==> config.mk <==
export PLATFORM = sky130hd
export DESIGN_NAME = cbm_unit
export DESIGN_NICKNAME = d
export VERILOG_FILES = /design/src/rtl/cbm_pkg.sv /design/src/rtl/cbm_unit.sv /design/src/rtl/cbm_field.sv
export SDC_FILE = /design/constraint.sdc
export NUM_CORES = 1
export LEC_CHECK = 0
export BUFFER_PORTS_ARGS = -buffer_cell sky130_fd_sc_hd__buf_2
export CAP_MARGIN = 40
export CORE_MARGIN = 1
export CORE_UTILIZATION = 35
export DETAILED_ROUTE_END_ITERATION = 6
export SYNTH_ARGS = -nofsm -noshare
export SYNTH_HDL_FRONTEND = slang
export SYNTH_SLANG_ARGS = --single-unit
==> constraint.sdc <==
create_clock -name clk_sys -period 4 [get_ports clk_sys]
set_clock_uncertainty 0.15 [all_clocks]
set_input_delay 0 -clock clk_sys [delete_from_list [all_inputs] [get_ports clk_sys]]
set_output_delay 0 -clock clk_sys [all_outputs]
set_load 0.02 [all_outputs]
==> src/rtl/cbm_pkg.sv <==
// package for the carry bit manipulation unit
package cbm_pkg;
  // ----------------------------------------------------------------
  // operation codes and widths
  // ----------------------------------------------------------------
  localparam int unsigned CBM_BYTE_W = 8;
  localparam int unsigned CBM_POS_W = 3;
  localparam int unsigned CBM_OP_W = 4;
  localparam logic CBM_FLAG_RST = 1'b0;
  localparam logic [7:0] CBM_BYTE_RST = 8'h00;

  typedef enum logic [3:0] {
    CBM_OP_NONE = 4'h0,
    CBM_OP_CARRY_OR_INV_BIT = 4'h1,
    CBM_OP_CARRY_XOR_BIT = 4'h2,
    CBM_OP_CARRY_XOR_INV_BIT = 4'h3,
    CBM_OP_BIT_TO_CARRY = 4'h4,
    CBM_OP_INV_BIT_TO_CARRY = 4'h5,
    CBM_OP_CARRY_TO_BIT = 4'h6,
    CBM_OP_ZERO_TO_BIT = 4'h7,
    CBM_OP_INV_CARRY_TO_BIT = 4'h8,
    CBM_OP_INV_ZERO_TO_BIT = 4'h9,
    CBM_OP_FIELD_LOAD = 4'ha,
    CBM_OP_FIELD_STORE = 4'hb,
    CBM_OP_BRANCH_IF_SET = 4'hc,
    CBM_OP_BRANCH_IF_CLEAR = 4'hd,
    CBM_OP_CALL_IF_SET = 4'he,
    CBM_OP_CALL_IF_CLEAR = 4'hf
  } cbm_op_t;

  // select one bit of a byte by a 3-bit position
  function automatic logic cbm_get_bit(input logic [7:0] b, input logic [2:0] pos);
    cbm_get_bit = b[pos];
  endfunction : cbm_get_bit
endpackage : cbm_pkg

==> src/rtl/cbm_unit.sv <==
// carry and zero flag bit manipulation datapath
`timescale 1ns/1ps
`default_nettype none
module cbm_unit
  import cbm_pkg::*;
(
  // clock and reset
  input wire logic clk_sys,
  input wire logic nrst,
  // request
  input wire logic op_valid,
  input wire logic [3:0] op_code,
  input wire logic [2:0] bit_pos,
  input wire logic [7:0] field_mask,
  input wire logic operand_is_mem,
  input wire logic [7:0] source_operand,
  input wire logic [7:0] source_register,
  // flags in
  input wire logic carry_in,
  input wire logic zero_in,
  // results
  output logic done,
  output logic illegal,
  output logic carry_we,
  output logic carry_out,
  output logic operand_we,
  output logic [7:0] operand_out,
  output logic reg_we,
  output logic [7:0] reg_out,
  output logic branch_taken,
  output logic call_taken
);
  // ----------------------------------------------------------------
  // combinational datapath
  // ----------------------------------------------------------------
  logic sel_bit;
  logic [7:0] bit_mask;
  logic [7:0] fld_extract;
  logic [7:0] fld_insert;
  logic done_next, illegal_next, carry_we_next, carry_next;
  logic operand_we_next, reg_we_next, branch_next, call_next;
  logic [7:0] operand_next, reg_next;
  logic done_reg, illegal_reg, carry_we_reg, carry_reg;
  logic operand_we_reg, reg_we_reg, branch_reg, call_reg;
  logic [7:0] operand_reg, reg_reg;
  cbm_op_t op;

  assign op = cbm_op_t'(op_code);
  assign sel_bit = cbm_get_bit(source_operand, bit_pos);
  assign bit_mask = 8'h01 << bit_pos;

  cbm_field u_field (
    .field_mask(field_mask),
    .mem_byte(source_operand),
    .reg_byte(source_register),
    .extracted(fld_extract),
    .inserted(fld_insert)
  );

  // write value v into the selected bit only
  function automatic logic [7:0] put_bit(input logic [7:0] b, input logic [7:0] m,
                                         input logic v);
    put_bit = v ? (b | m) : (b & ~m);
  endfunction : put_bit

  always_comb
  begin
    // defaults keep every destination untouched
    done_next = 1'b0;
    illegal_next = 1'b0;
    carry_we_next = 1'b0;
    carry_next = carry_in;
    operand_we_next = 1'b0;
    operand_next = source_operand;
    reg_we_next = 1'b0;
    reg_next = source_register;
    branch_next = 1'b0;
    call_next = 1'b0;
    if (op_valid)
    begin
      done_next = 1'b1;
      case (op)
        CBM_OP_CARRY_OR_INV_BIT:
        begin
          carry_we_next = 1'b1;
          carry_next = carry_in | ~sel_bit;
        end
        CBM_OP_CARRY_XOR_BIT:
        begin
          carry_we_next = 1'b1;
          carry_next = carry_in ^ sel_bit;
        end
        CBM_OP_CARRY_XOR_INV_BIT:
        begin
          carry_we_next = 1'b1;
          carry_next = carry_in ^ ~sel_bit;
        end
        CBM_OP_BIT_TO_CARRY:
        begin
          carry_we_next = 1'b1;
          carry_next = sel_bit;
        end
        CBM_OP_INV_BIT_TO_CARRY:
        begin
          carry_we_next = 1'b1;
          carry_next = ~sel_bit;
        end
        CBM_OP_CARRY_TO_BIT:
        begin
          operand_we_next = 1'b1;
          operand_next = put_bit(source_operand, bit_mask, carry_in);
        end
        CBM_OP_INV_CARRY_TO_BIT:
        begin
          operand_we_next = 1'b1;
          operand_next = put_bit(source_operand, bit_mask, ~carry_in);
        end
        CBM_OP_ZERO_TO_BIT, CBM_OP_INV_ZERO_TO_BIT:
        begin
          // a register operand is refused and nothing is written
          if (operand_is_mem)
          begin
            operand_we_next = 1'b1;
            operand_next = put_bit(source_operand, bit_mask,
                                   (op == CBM_OP_ZERO_TO_BIT) ? zero_in : ~zero_in);
          end
          else
          begin
            illegal_next = 1'b1;
          end
        end
        CBM_OP_FIELD_LOAD:
        begin
          if (operand_is_mem)
          begin
            reg_we_next = 1'b1;
            reg_next = fld_extract;
          end
          else
          begin
            illegal_next = 1'b1;
          end
        end
        CBM_OP_FIELD_STORE:
        begin
          if (operand_is_mem)
          begin
            operand_we_next = 1'b1;
            operand_next = fld_insert;
          end
          else
          begin
            illegal_next = 1'b1;
          end
        end
        CBM_OP_BRANCH_IF_SET, CBM_OP_BRANCH_IF_CLEAR,
        CBM_OP_CALL_IF_SET, CBM_OP_CALL_IF_CLEAR:
        begin
          if (!operand_is_mem)
          begin
            illegal_next = 1'b1;
          end
          else if (op == CBM_OP_BRANCH_IF_SET)
          begin
            branch_next = sel_bit;
          end
          else if (op == CBM_OP_BRANCH_IF_CLEAR)
          begin
            branch_next = ~sel_bit;
          end
          else if (op == CBM_OP_CALL_IF_SET)
          begin
            call_next = sel_bit;
          end
          else
          begin
            call_next = ~sel_bit;
          end
        end
        default:
        begin
          illegal_next = 1'b1;
        end
      endcase
    end
  end

  // ----------------------------------------------------------------
  // result registers
  // ----------------------------------------------------------------
  always_ff @(posedge clk_sys)
  begin
    if (!nrst)
    begin
      done_reg <= 1'b0;
      illegal_reg <= 1'b0;
      carry_we_reg <= 1'b0;
      carry_reg <= CBM_FLAG_RST;
      operand_we_reg <= 1'b0;
      operand_reg <= CBM_BYTE_RST;
      reg_we_reg <= 1'b0;
      reg_reg <= CBM_BYTE_RST;
      branch_reg <= 1'b0;
      call_reg <= 1'b0;
    end
    else
    begin
      done_reg <= done_next;
      illegal_reg <= illegal_next;
      carry_we_reg <= carry_we_next;
      carry_reg <= carry_next;
      operand_we_reg <= operand_we_next;
      operand_reg <= operand_next;
      reg_we_reg <= reg_we_next;
      reg_reg <= reg_next;
      branch_reg <= branch_next;
      call_reg <= call_next;
    end
  end

  assign done = done_reg;
  assign illegal = illegal_reg;
  assign carry_we = carry_we_reg;
  assign carry_out = carry_reg;
  assign operand_we = operand_we_reg;
  assign operand_out = operand_reg;
  assign reg_we = reg_we_reg;
  assign reg_out = reg_reg;
  assign branch_taken = branch_reg;
  assign call_taken = call_reg;
endmodule : cbm_unit
`default_nettype wire

==> src/rtl/cbm_field.sv <==
// bit field extract and insert for one byte under a mask
`timescale 1ns/1ps
`default_nettype none
module cbm_field
  import cbm_pkg::*;
(
  // field description
  input wire logic [7:0] field_mask,
  // operands
  input wire logic [7:0] mem_byte,
  input wire logic [7:0] reg_byte,
  // results
  output logic [7:0] extracted,
  output logic [7:0] inserted
);
  // ----------------------------------------------------------------
  // shift by the lowest set bit of the mask
  // ----------------------------------------------------------------
  logic [2:0] shift;

  always_comb
  begin
    shift = 3'd0;
    for (int i = 7; i >= 0; i--)
    begin
      if (field_mask[i])
      begin
        shift = 3'(i);
      end
    end
  end

  // an empty mask extracts zero and leaves the byte as it was
  always_comb
  begin
    extracted = (mem_byte & field_mask) >> shift;
    inserted = (mem_byte & ~field_mask) | ((reg_byte << shift) & field_mask);
  end
endmodule : cbm_field
`default_nettype wire

==> results of run 1 <==
-- critical path, stage by stage --
cell and delay, ps:
dlygate4sd3_1 530, buf_2 160, mux4_2 480, mux2i_4 210, xnor2_1 220, xor2_1 180, o22ai_1 90, a31oi_1 160
dlygate4sd3_1 550
-- kinds of logic (layout without fill, tap and decap cells) --
| family | Yosys count | count (layout) | share of synthesized area [%] |
|---|---|---|---|
| simple gates | 128 | 128 | 31.8 |
| xor+xnor | 3 | 3 | 1.19 |
| compound gates | 84 | 84 | 27.0 |
| flops | 24 | 24 | 21.7 |
| mux | 18 | 18 | 10.7 |
| buf+inv | 33 | 90 | 7.57 |
-- layout make-up --
class                      count  area, µm²  share of cell area (%)
clock buffer                   3       41.3                    1.52
clock inverter                 1       30.0                    1.11
inverter                       9       33.8                    1.24
multi-input combinational    233       1570                    57.6
sequential                    24        480                    17.7
tap                           75       93.8                    3.46
timing repair buffer          77        470                    17.3
-- worst min-delay path by stage --
| stage | slack [ps] | endpoint | cells after the start |
|---|---|---|---|
| floorplan | -20 | reg_out[4] | 2 |
| global placement | 110 | reg_out[7] | 3 |
| detailed placement | 110 | reg_out[7] | 3 |
| CTS | 4 | operand_out[0] | 3 |
| global route | 40 | operand_out[4] | 3 |
| finish | 20 | operand_out[3] | 4 |
-- report_power, final --
group          internal [mW]  total, mW  switching, mW
Combinational         0.0902      0.236          0.146
Clock                  0.134      0.216         0.0819
Sequential             0.252      0.255        0.00290
-- metrics by stage --
stage / setup WS (ps) / instances
CTS: 1500 / 422
finish: 1480 / 422
floorplan: 2360 / 290
global route: 1370 / 422
global placement: 1880 / 401
detailed placement: 1890 / 401
-- placed cells by master, fill, tap and decap left out, types with 5 or more instances in the layout --
cell            n
a31oi_1         5
a21oi_1        17
o211ai_1        7
nor2_1         24
inv_1           9
dlygate4sd3_1  17
nand3_1        12
buf_2          60
dfxtp_1        24
nor2b_1         5
nor3_1         14
mux2i_1        12
o21ai_0        15
nand2_1        35
-- routing by layer --
metal | vias up | wire, µm | GRT usage [%]
met2 | 129 | 3120 | 34.3
li1 | 1191 | - | -
met5 | - | 0 | 0
met3 | 15 | 683 | 4.33
met1 | 1171 | 3180 | 30.6
met4 | 0 | 161 | 8.39
==> reports/metrics.cfg, run 1 <==
[logic_synthesis]
syn_inst=290
synth_nets=327
yosysUniqueCellTypes=70
synth_flop_cell=dfxtp_1
syn_area_um2=2210
synth.most_common_cell=nand2_1
yosys-top-cells-area=dfxtp_1, nand2_1, mux2i_1
yosys_warnings=0
yosys-top-cells-count=nand2_1, dfxtp_1, nor2_1, a21oi_1, o21ai_0
synth_top_cell_area_share_pct=21.7
synth_area_per_cell_um2=7.63
synth_seq_cells=24
async_flop_share_pct=0
yosysTopAreaCell=dfxtp_1
synth_edf_count=0
ys_seq_area_share_pct=21.7

[clock_network]
htree_num_levels=1
cts_setup_buffers=0
cts_buffer_depth=2
cts_tree=yes
clk_transition_reported_paths_ps=90
ctsResizeCount=0
cts_sinks=24
cts.hold.buffers_added=17
cts_buffers=3
cts_root_buffer=clkbuf_8

[place]
place_congestion=0.933
post-dp-hpwl_um=5310
io_buffers=60
placed_area_um2=2470

[timing]
finalSetupTns_ps=0
hold_ws_ps=17.6
rsz0062_at_grt=no
layout_min_cycle_time_ps=2520
tightest_slew_ps=559
slew_violations=0
setup_violations=0
fmax_mhz=397
fin_crit_sh_pct=62.9
maxSlewHeadroom_pct=62.5
hold_viol=0

[worst_setup_path]
critPathLaunch=source_operand[4]
startpoint_type=input port
end_kind=flip-flop
worstPathArrival_ps=2590
worstSetupPathType=in -> reg
crit_fanout=4
endpoint=carry_out
cp.required_ps=4070

[drt]
routed_via_density=5.94
vias=2506
drtIter0Drc=194
routedWlPerCell_um=16.9
final_antenna_net_count=0
drc=0
drt-total-wl_um=7150
dr.pass1.iters=6

[hold_path]
hold_path_class=in -> reg
min-delay-start=source_operand[3]

[power]
powerDensity_nw_per_um2=260
fin_total_pwr_mw=0.707
vdd_ir_drop_max_mv=0.167
leakage_nw=1.16

[floorplanning]
chipHeight_um=81.5
io_pins=61
die_x_um=81.5
design.die.area_um2=6650
core_um2=6030
rows=28
start_util_pct=36.7

[cells_and_area]
stdcell_area_um2=2720
finalNetCount=385
n_fill_cell=633
drive_gt1_share_pct=24.8
diodes=0
utilization_pct=45.1
syn_to_final_growth_pct=22.7

[job]
max_cap_violations=0

[global_route]
grt_max_degree=28
grt_use_total_pct=22.4
antenna_found_initial=0
overflow=0
grt_pass1_vias=2296
grt_first_pass_wirelength_um=11300

[run_status]
outcome=finished clean

Note: power is estimated with default switching activity, not from simulation.
==> run 2, diff against run 1 <==
clock period = 2.4 ns   (was 4 ns; I/O delays follow)
==> run 2 against run 1 <==
Compared with the run above:
- count of clock-buffer cells in the layout unchanged
- total power increased by 69%
- routed wire length increased by 1.4%
- combinational power increased by 70%
- via count increased by 1.4%
- first-iteration DRC count increased by 41%
- sequential share of layout area decreased by 0.41 points
- worst hold slack improved by 23 ps
- clock power increased by 70%
- setup slack got worse by 1300 ps
- cell count increased by 1.7%
- critical endpoint is now operand_out[0]
- highest routed layer is now met5
==> reports/metrics.cfg, run 2 (synthesized netlist as in run 1, its figures left out) <==
[global_route]
grt_use_total_pct=22.5
grt_pass1_vias=2314
grt_first_pass_wirelength_um=11500
overflow=0
antenna_found_initial=1
grt_max_degree=20

[place]
place_congestion=0.966
preCtsSetupSlack_ps=350
post-dp-hpwl_um=5290
placed_area_um2=2500
io_buffers=60
dp_cells=404

[clock_network]
cts_buffers=3
cts_sinks=24
clk_transition_reported_paths_ps=100
cts_tree=yes
cts_setup_buffers=0
cts_root_buffer=clkbuf_8
cts_buffer_depth=2
htree_num_levels=1

[timing]
tightest_slew_ps=572
setup_violations=0
hold_ws_ps=40.4
maxSlewHeadroom_pct=61.6
slew_violations=0
fmax_mhz=455
rsz0062_at_grt=no
fin_crit_sh_pct=91.6
finalSetupTns_ps=0
layout_min_cycle_time_ps=2200
hold_viol=0
setup_ws_ps=201

[power]
vdd_ir_drop_max_mv=0.206
p_seq_share_pct=35.6
leakage_nw=1.19
cell_internal_pwr_mw=0.801
fin_total_pwr_mw=1.19
powerDensity_nw_per_um2=430
power_switching_mw=0.394
swShare_pct=32.9
clkPwrFrac_pct=30.7
combPwrFrac_pct=33.7

[floorplanning]
io_pins=61
die_x_um=81.5
core_um2=6030
chipHeight_um=81.5
start_util_pct=36.7
rows=28
design.die.area_um2=6650

[cells_and_area]
diodes=0
layout_commonest_cell=buf_2
syn_to_final_growth_pct=25.6
drive_gt1_share_pct=25.1
utilization_pct=46.1
final_cell_mix=buf_2, nand2_1, nor2_1, dfxtp_1, dlygate4sd3_1
finalNetCount=392
fin_cells=429
stdcell_area_um2=2780

[worst_setup_path]
startpoint_type=input port
worstSetupPathType=in -> reg
end_kind=flip-flop
cp.required_ps=2460
crit_fanout=13
worstPathArrival_ps=2260

[drt]
final_antenna_net_count=0
drtIter0Drc=273
dr.pass1.iters=5
routed_via_density=5.92
routedWlPerCell_um=16.9
drt-total-wl_um=7250
drc=0
vias=2541

[run_status]
outcome=finished clean

[hold_path]
hold_path_class=in -> reg
hold_depth=3

[job]
max_cap_violations=0

-- run 2: cell types whose count changed in the layout (fill, tap and decap cells not counted) --
cell	change
buf_4	+3
clkbuf_4	+1
buf_2	-1
dlygate4sd3_1	+4
-- run 2: critical path, stage by stage --
cell,delay (ps)
dlygate4sd3_1,530
clkbuf_4,220
or3b_4,430
a31oi_4,280
o21ai_0,100
dlygate4sd3_1,570
a31oi_1,130
-- run 2: final timing paths --
path / to / slack, ps / startpoint
worst max-delay path: operand_out[0] / 200 / op_code[3]
worst min-delay path: reg_out[1] / 40 / source_register[1]
-- run 2: cell type report --
| class | count | area (µm²) |
|---|---|---|
| fillers | 633 | 3250 |
| multi-input cells | 233 | 1570 |
| repair buffers | 84 | 536 |
| flip-flops and latches | 24 | 480 |
| well taps | 75 | 93.8 |
| clock buffers | 3 | 41.3 |
| inverters | 9 | 33.8 |
| clock inverters | 1 | 30.0 |
-- run 2: power by group through the flow --
| stage | combinational [mW] | clock (mW) | sequential [mW] |
|---|---|---|---|
| detailed placement | 0.367 | 0 | 0.435 |
| finish | 0.402 | 0.367 | 0.425 |
| CTS | 0.395 | 0.375 | 0.425 |
| floorplan | 0.229 | 0 | 0.464 |
| global placement | 0.370 | 0 | 0.434 |
| global route | 0.435 | 0.386 | 0.427 |
-- run 2: what timing repair did --
| action | CTS | global route |
|---|---|---|
| hold buffers | 21 | 0 |
| endpoints found under the hold margin | 16 | 0 |
| setup endpoints to repair | 0 | 1 |
| gates resized for setup | 0 | 1 |
-- run 2: routing by layer --
metal | wire [µm] | GRT usage, % | up-vias
li1 | - | - | 1210
met3 | 596 | 2.89 | 20
met1 | 3230 | 31.8 | 1185
met5 | 13 | 0 | -
met2 | 3230 | 34.2 | 124
met4 | 177 | 8.75 | 2
==> run 3, diff against run 2 <==
PLACE_DENSITY = 0.7   (was not set)
TNS_END_PERCENT = 5   (was not set)
clock period = 1.9 ns   (was 2.4 ns; I/O delays follow)
==> run 3 against run 2 <==
Compared with the run above:
- flip-flop and latch count unchanged
- critical path depth up 1
- total power up 20%
- final area up 2.4%
- setup slack worse by 29 ps
- worst hold slack worse by 30 ps
- sequential share of layout area down 0.40 points
- cell count up 3.0%
- core utilization up 1.1 points
- die area unchanged
- first-iteration DRC count down 11%
- global-route usage up 1.7 points
- critical path type unchanged
==> reports/metrics.cfg, run 3 (synthesized netlist as in run 1, its figures left out) <==
[job]
max_cap_violations=0

[timing]
maxSlewHeadroom_pct=69.2
finalSetupTns_ps=0
tightest_slew_ps=450
rsz0062_at_grt=no
layout_min_cycle_time_ps=1730
hold_viol=0
fmax_mhz=579
slew_violations=0
setup_ws_ps=172
setup_violations=0
fin_crit_sh_pct=91.0

[floorplanning]
design.die.area_um2=6650
rows=28
start_util_pct=36.7
io_pins=61
chipHeight_um=81.5
core_um2=6030
die_x_um=81.5

[drt]
routed_via_density=5.90
routedWlPerCell_um=17.0
dr.pass1.iters=6
vias=2609
final_antenna_net_count=0
drc=0
drtIter0Drc=244
drt-total-wl_um=7520

[global_route]
grt_pass1_vias=2409
antenna_found_initial=0
grt_max_degree=22
grt_first_pass_wirelength_um=12300
overflow=0
grt_use_total_pct=24.2

[clock_network]
cts_tree=yes
htree_num_levels=1
cts_sinks=24
cts_setup_buffers=0
cts_buffer_depth=2
clk_transition_reported_paths_ps=90
cts_buffers=3
ctsResizeCount=0
cts_root_buffer=clkbuf_8
cts.hold.buffers_added=16

[cells_and_area]
layout_commonest_cell=buf_2
final_cell_mix=buf_2, nand2_1, nor2_1, dfxtp_1, buf_4
syn_to_final_growth_pct=28.6
fin_cells=442
n_fill_cell=628
seqCellArea_um2=480
utilization_pct=47.2
finalNetCount=405
multiInputGateArea_um2=1570
drive_gt1_share_pct=29.2
diodes=0

[power]
vdd_ir_drop_max_mv=0.250
leakage_nw=1.24
powerDensity_nw_per_um2=504

[worst_setup_path]
slowest_delay_ps=530
cp.required_ps=1950
cp_common_cell=o21ai_1
crit_path_cell_trace=dlygate4sd3_1, buf_2, inv_1, a31oi_4, o21ai_1, a311oi_1, o21ai_1, o211ai_1
end_kind=flip-flop
worstPathArrival_ps=1780
startpoint_type=input port
worstSetupPathType=in -> reg
slowest_stage=dlygate4sd3_1
crit_fanout=8

[place]
io_buffers=60
dp_cells=422
preCtsSetupSlack_ps=25.0
post-dp-hpwl_um=5740
place_congestion=1.00

[hold_path]
hold_depth=3
min-delay-start=field_mask[4]
hold_path_class=in -> reg
whs_endpoint=operand_out[4]

[run_status]
outcome=finished clean

-- run 3: changes by cell type in the layout (fill, tap and decap cells not counted) --
| cell | delta |
|---|---|
| buf_2 | +1 |
| buf_4 | +18 |
| bufinv_16 | -1 |
| clkbuf_4 | -1 |
| clkbuf_8 | +1 |
| dlygate4sd3_1 | -5 |
-- run 3: through the flow --
step,hold WS (ps),power (mW),area (µm²)
3_3_place_gp,119,1.04,2630
6_report,10.5,1.43,2850
4_1_cts,10.4,1.43,2850
2_1_floorplan,-19.6,0.875,2210
5_1_grt,39.4,1.51,2850
3_5_place_dp,119,1.04,2630
-- run 3: worst max-delay path by stage --
stage	to	depth (start not counted)	slack, ps	startpoint
final	operand_out[5]	8	170	op_valid
after global routing	operand_out[5]	8	60	op_valid
after CTS	reg_out[7]	7	240	op_valid
after detailed placement	operand_out[4]	7	20	field_mask[7]
after global placement	operand_out[4]	7	30	field_mask[0]
after floorplan	operand_out[7]	5	260	field_mask[0]
-- run 3: where the power goes --
part | total, mW | leakage (nW) | internal (mW) | switching, mW
clock network | 0.365 | 0.0288 | 0.186 | 0.180
registers | 0.537 | 0.199 | 0.530 | 0.00639
logic | 0.532 | 1.02 | 0.215 | 0.318
total | 1.43 | 1.24 | 0.931 | 0.504
-- run 3: layout make-up --
| cell class | count | area share [%] |
|---|---|---|
| multi-input combinational | 233 | 55.0 |
| clock buffer | 4 | 1.93 |
| timing repair buffer | 97 | 21.7 |
| sequential | 24 | 16.9 |
| inverter | 9 | 1.19 |
| tap | 75 | 3.30 |
-- run 3: worst max-delay path, delay by kind of cell --
family / cells / cell delay (ps)
AOI/OAI and AO/OA: 5 / 930
buffers and inverters: 3 / 850
-- run 3: per-layer routing --
layer	GRT usage [%]	wire, µm
met1	32.7	3230
met2	36.3	3250
met3	6.56	825
met4	8.93	205
met5	0	0
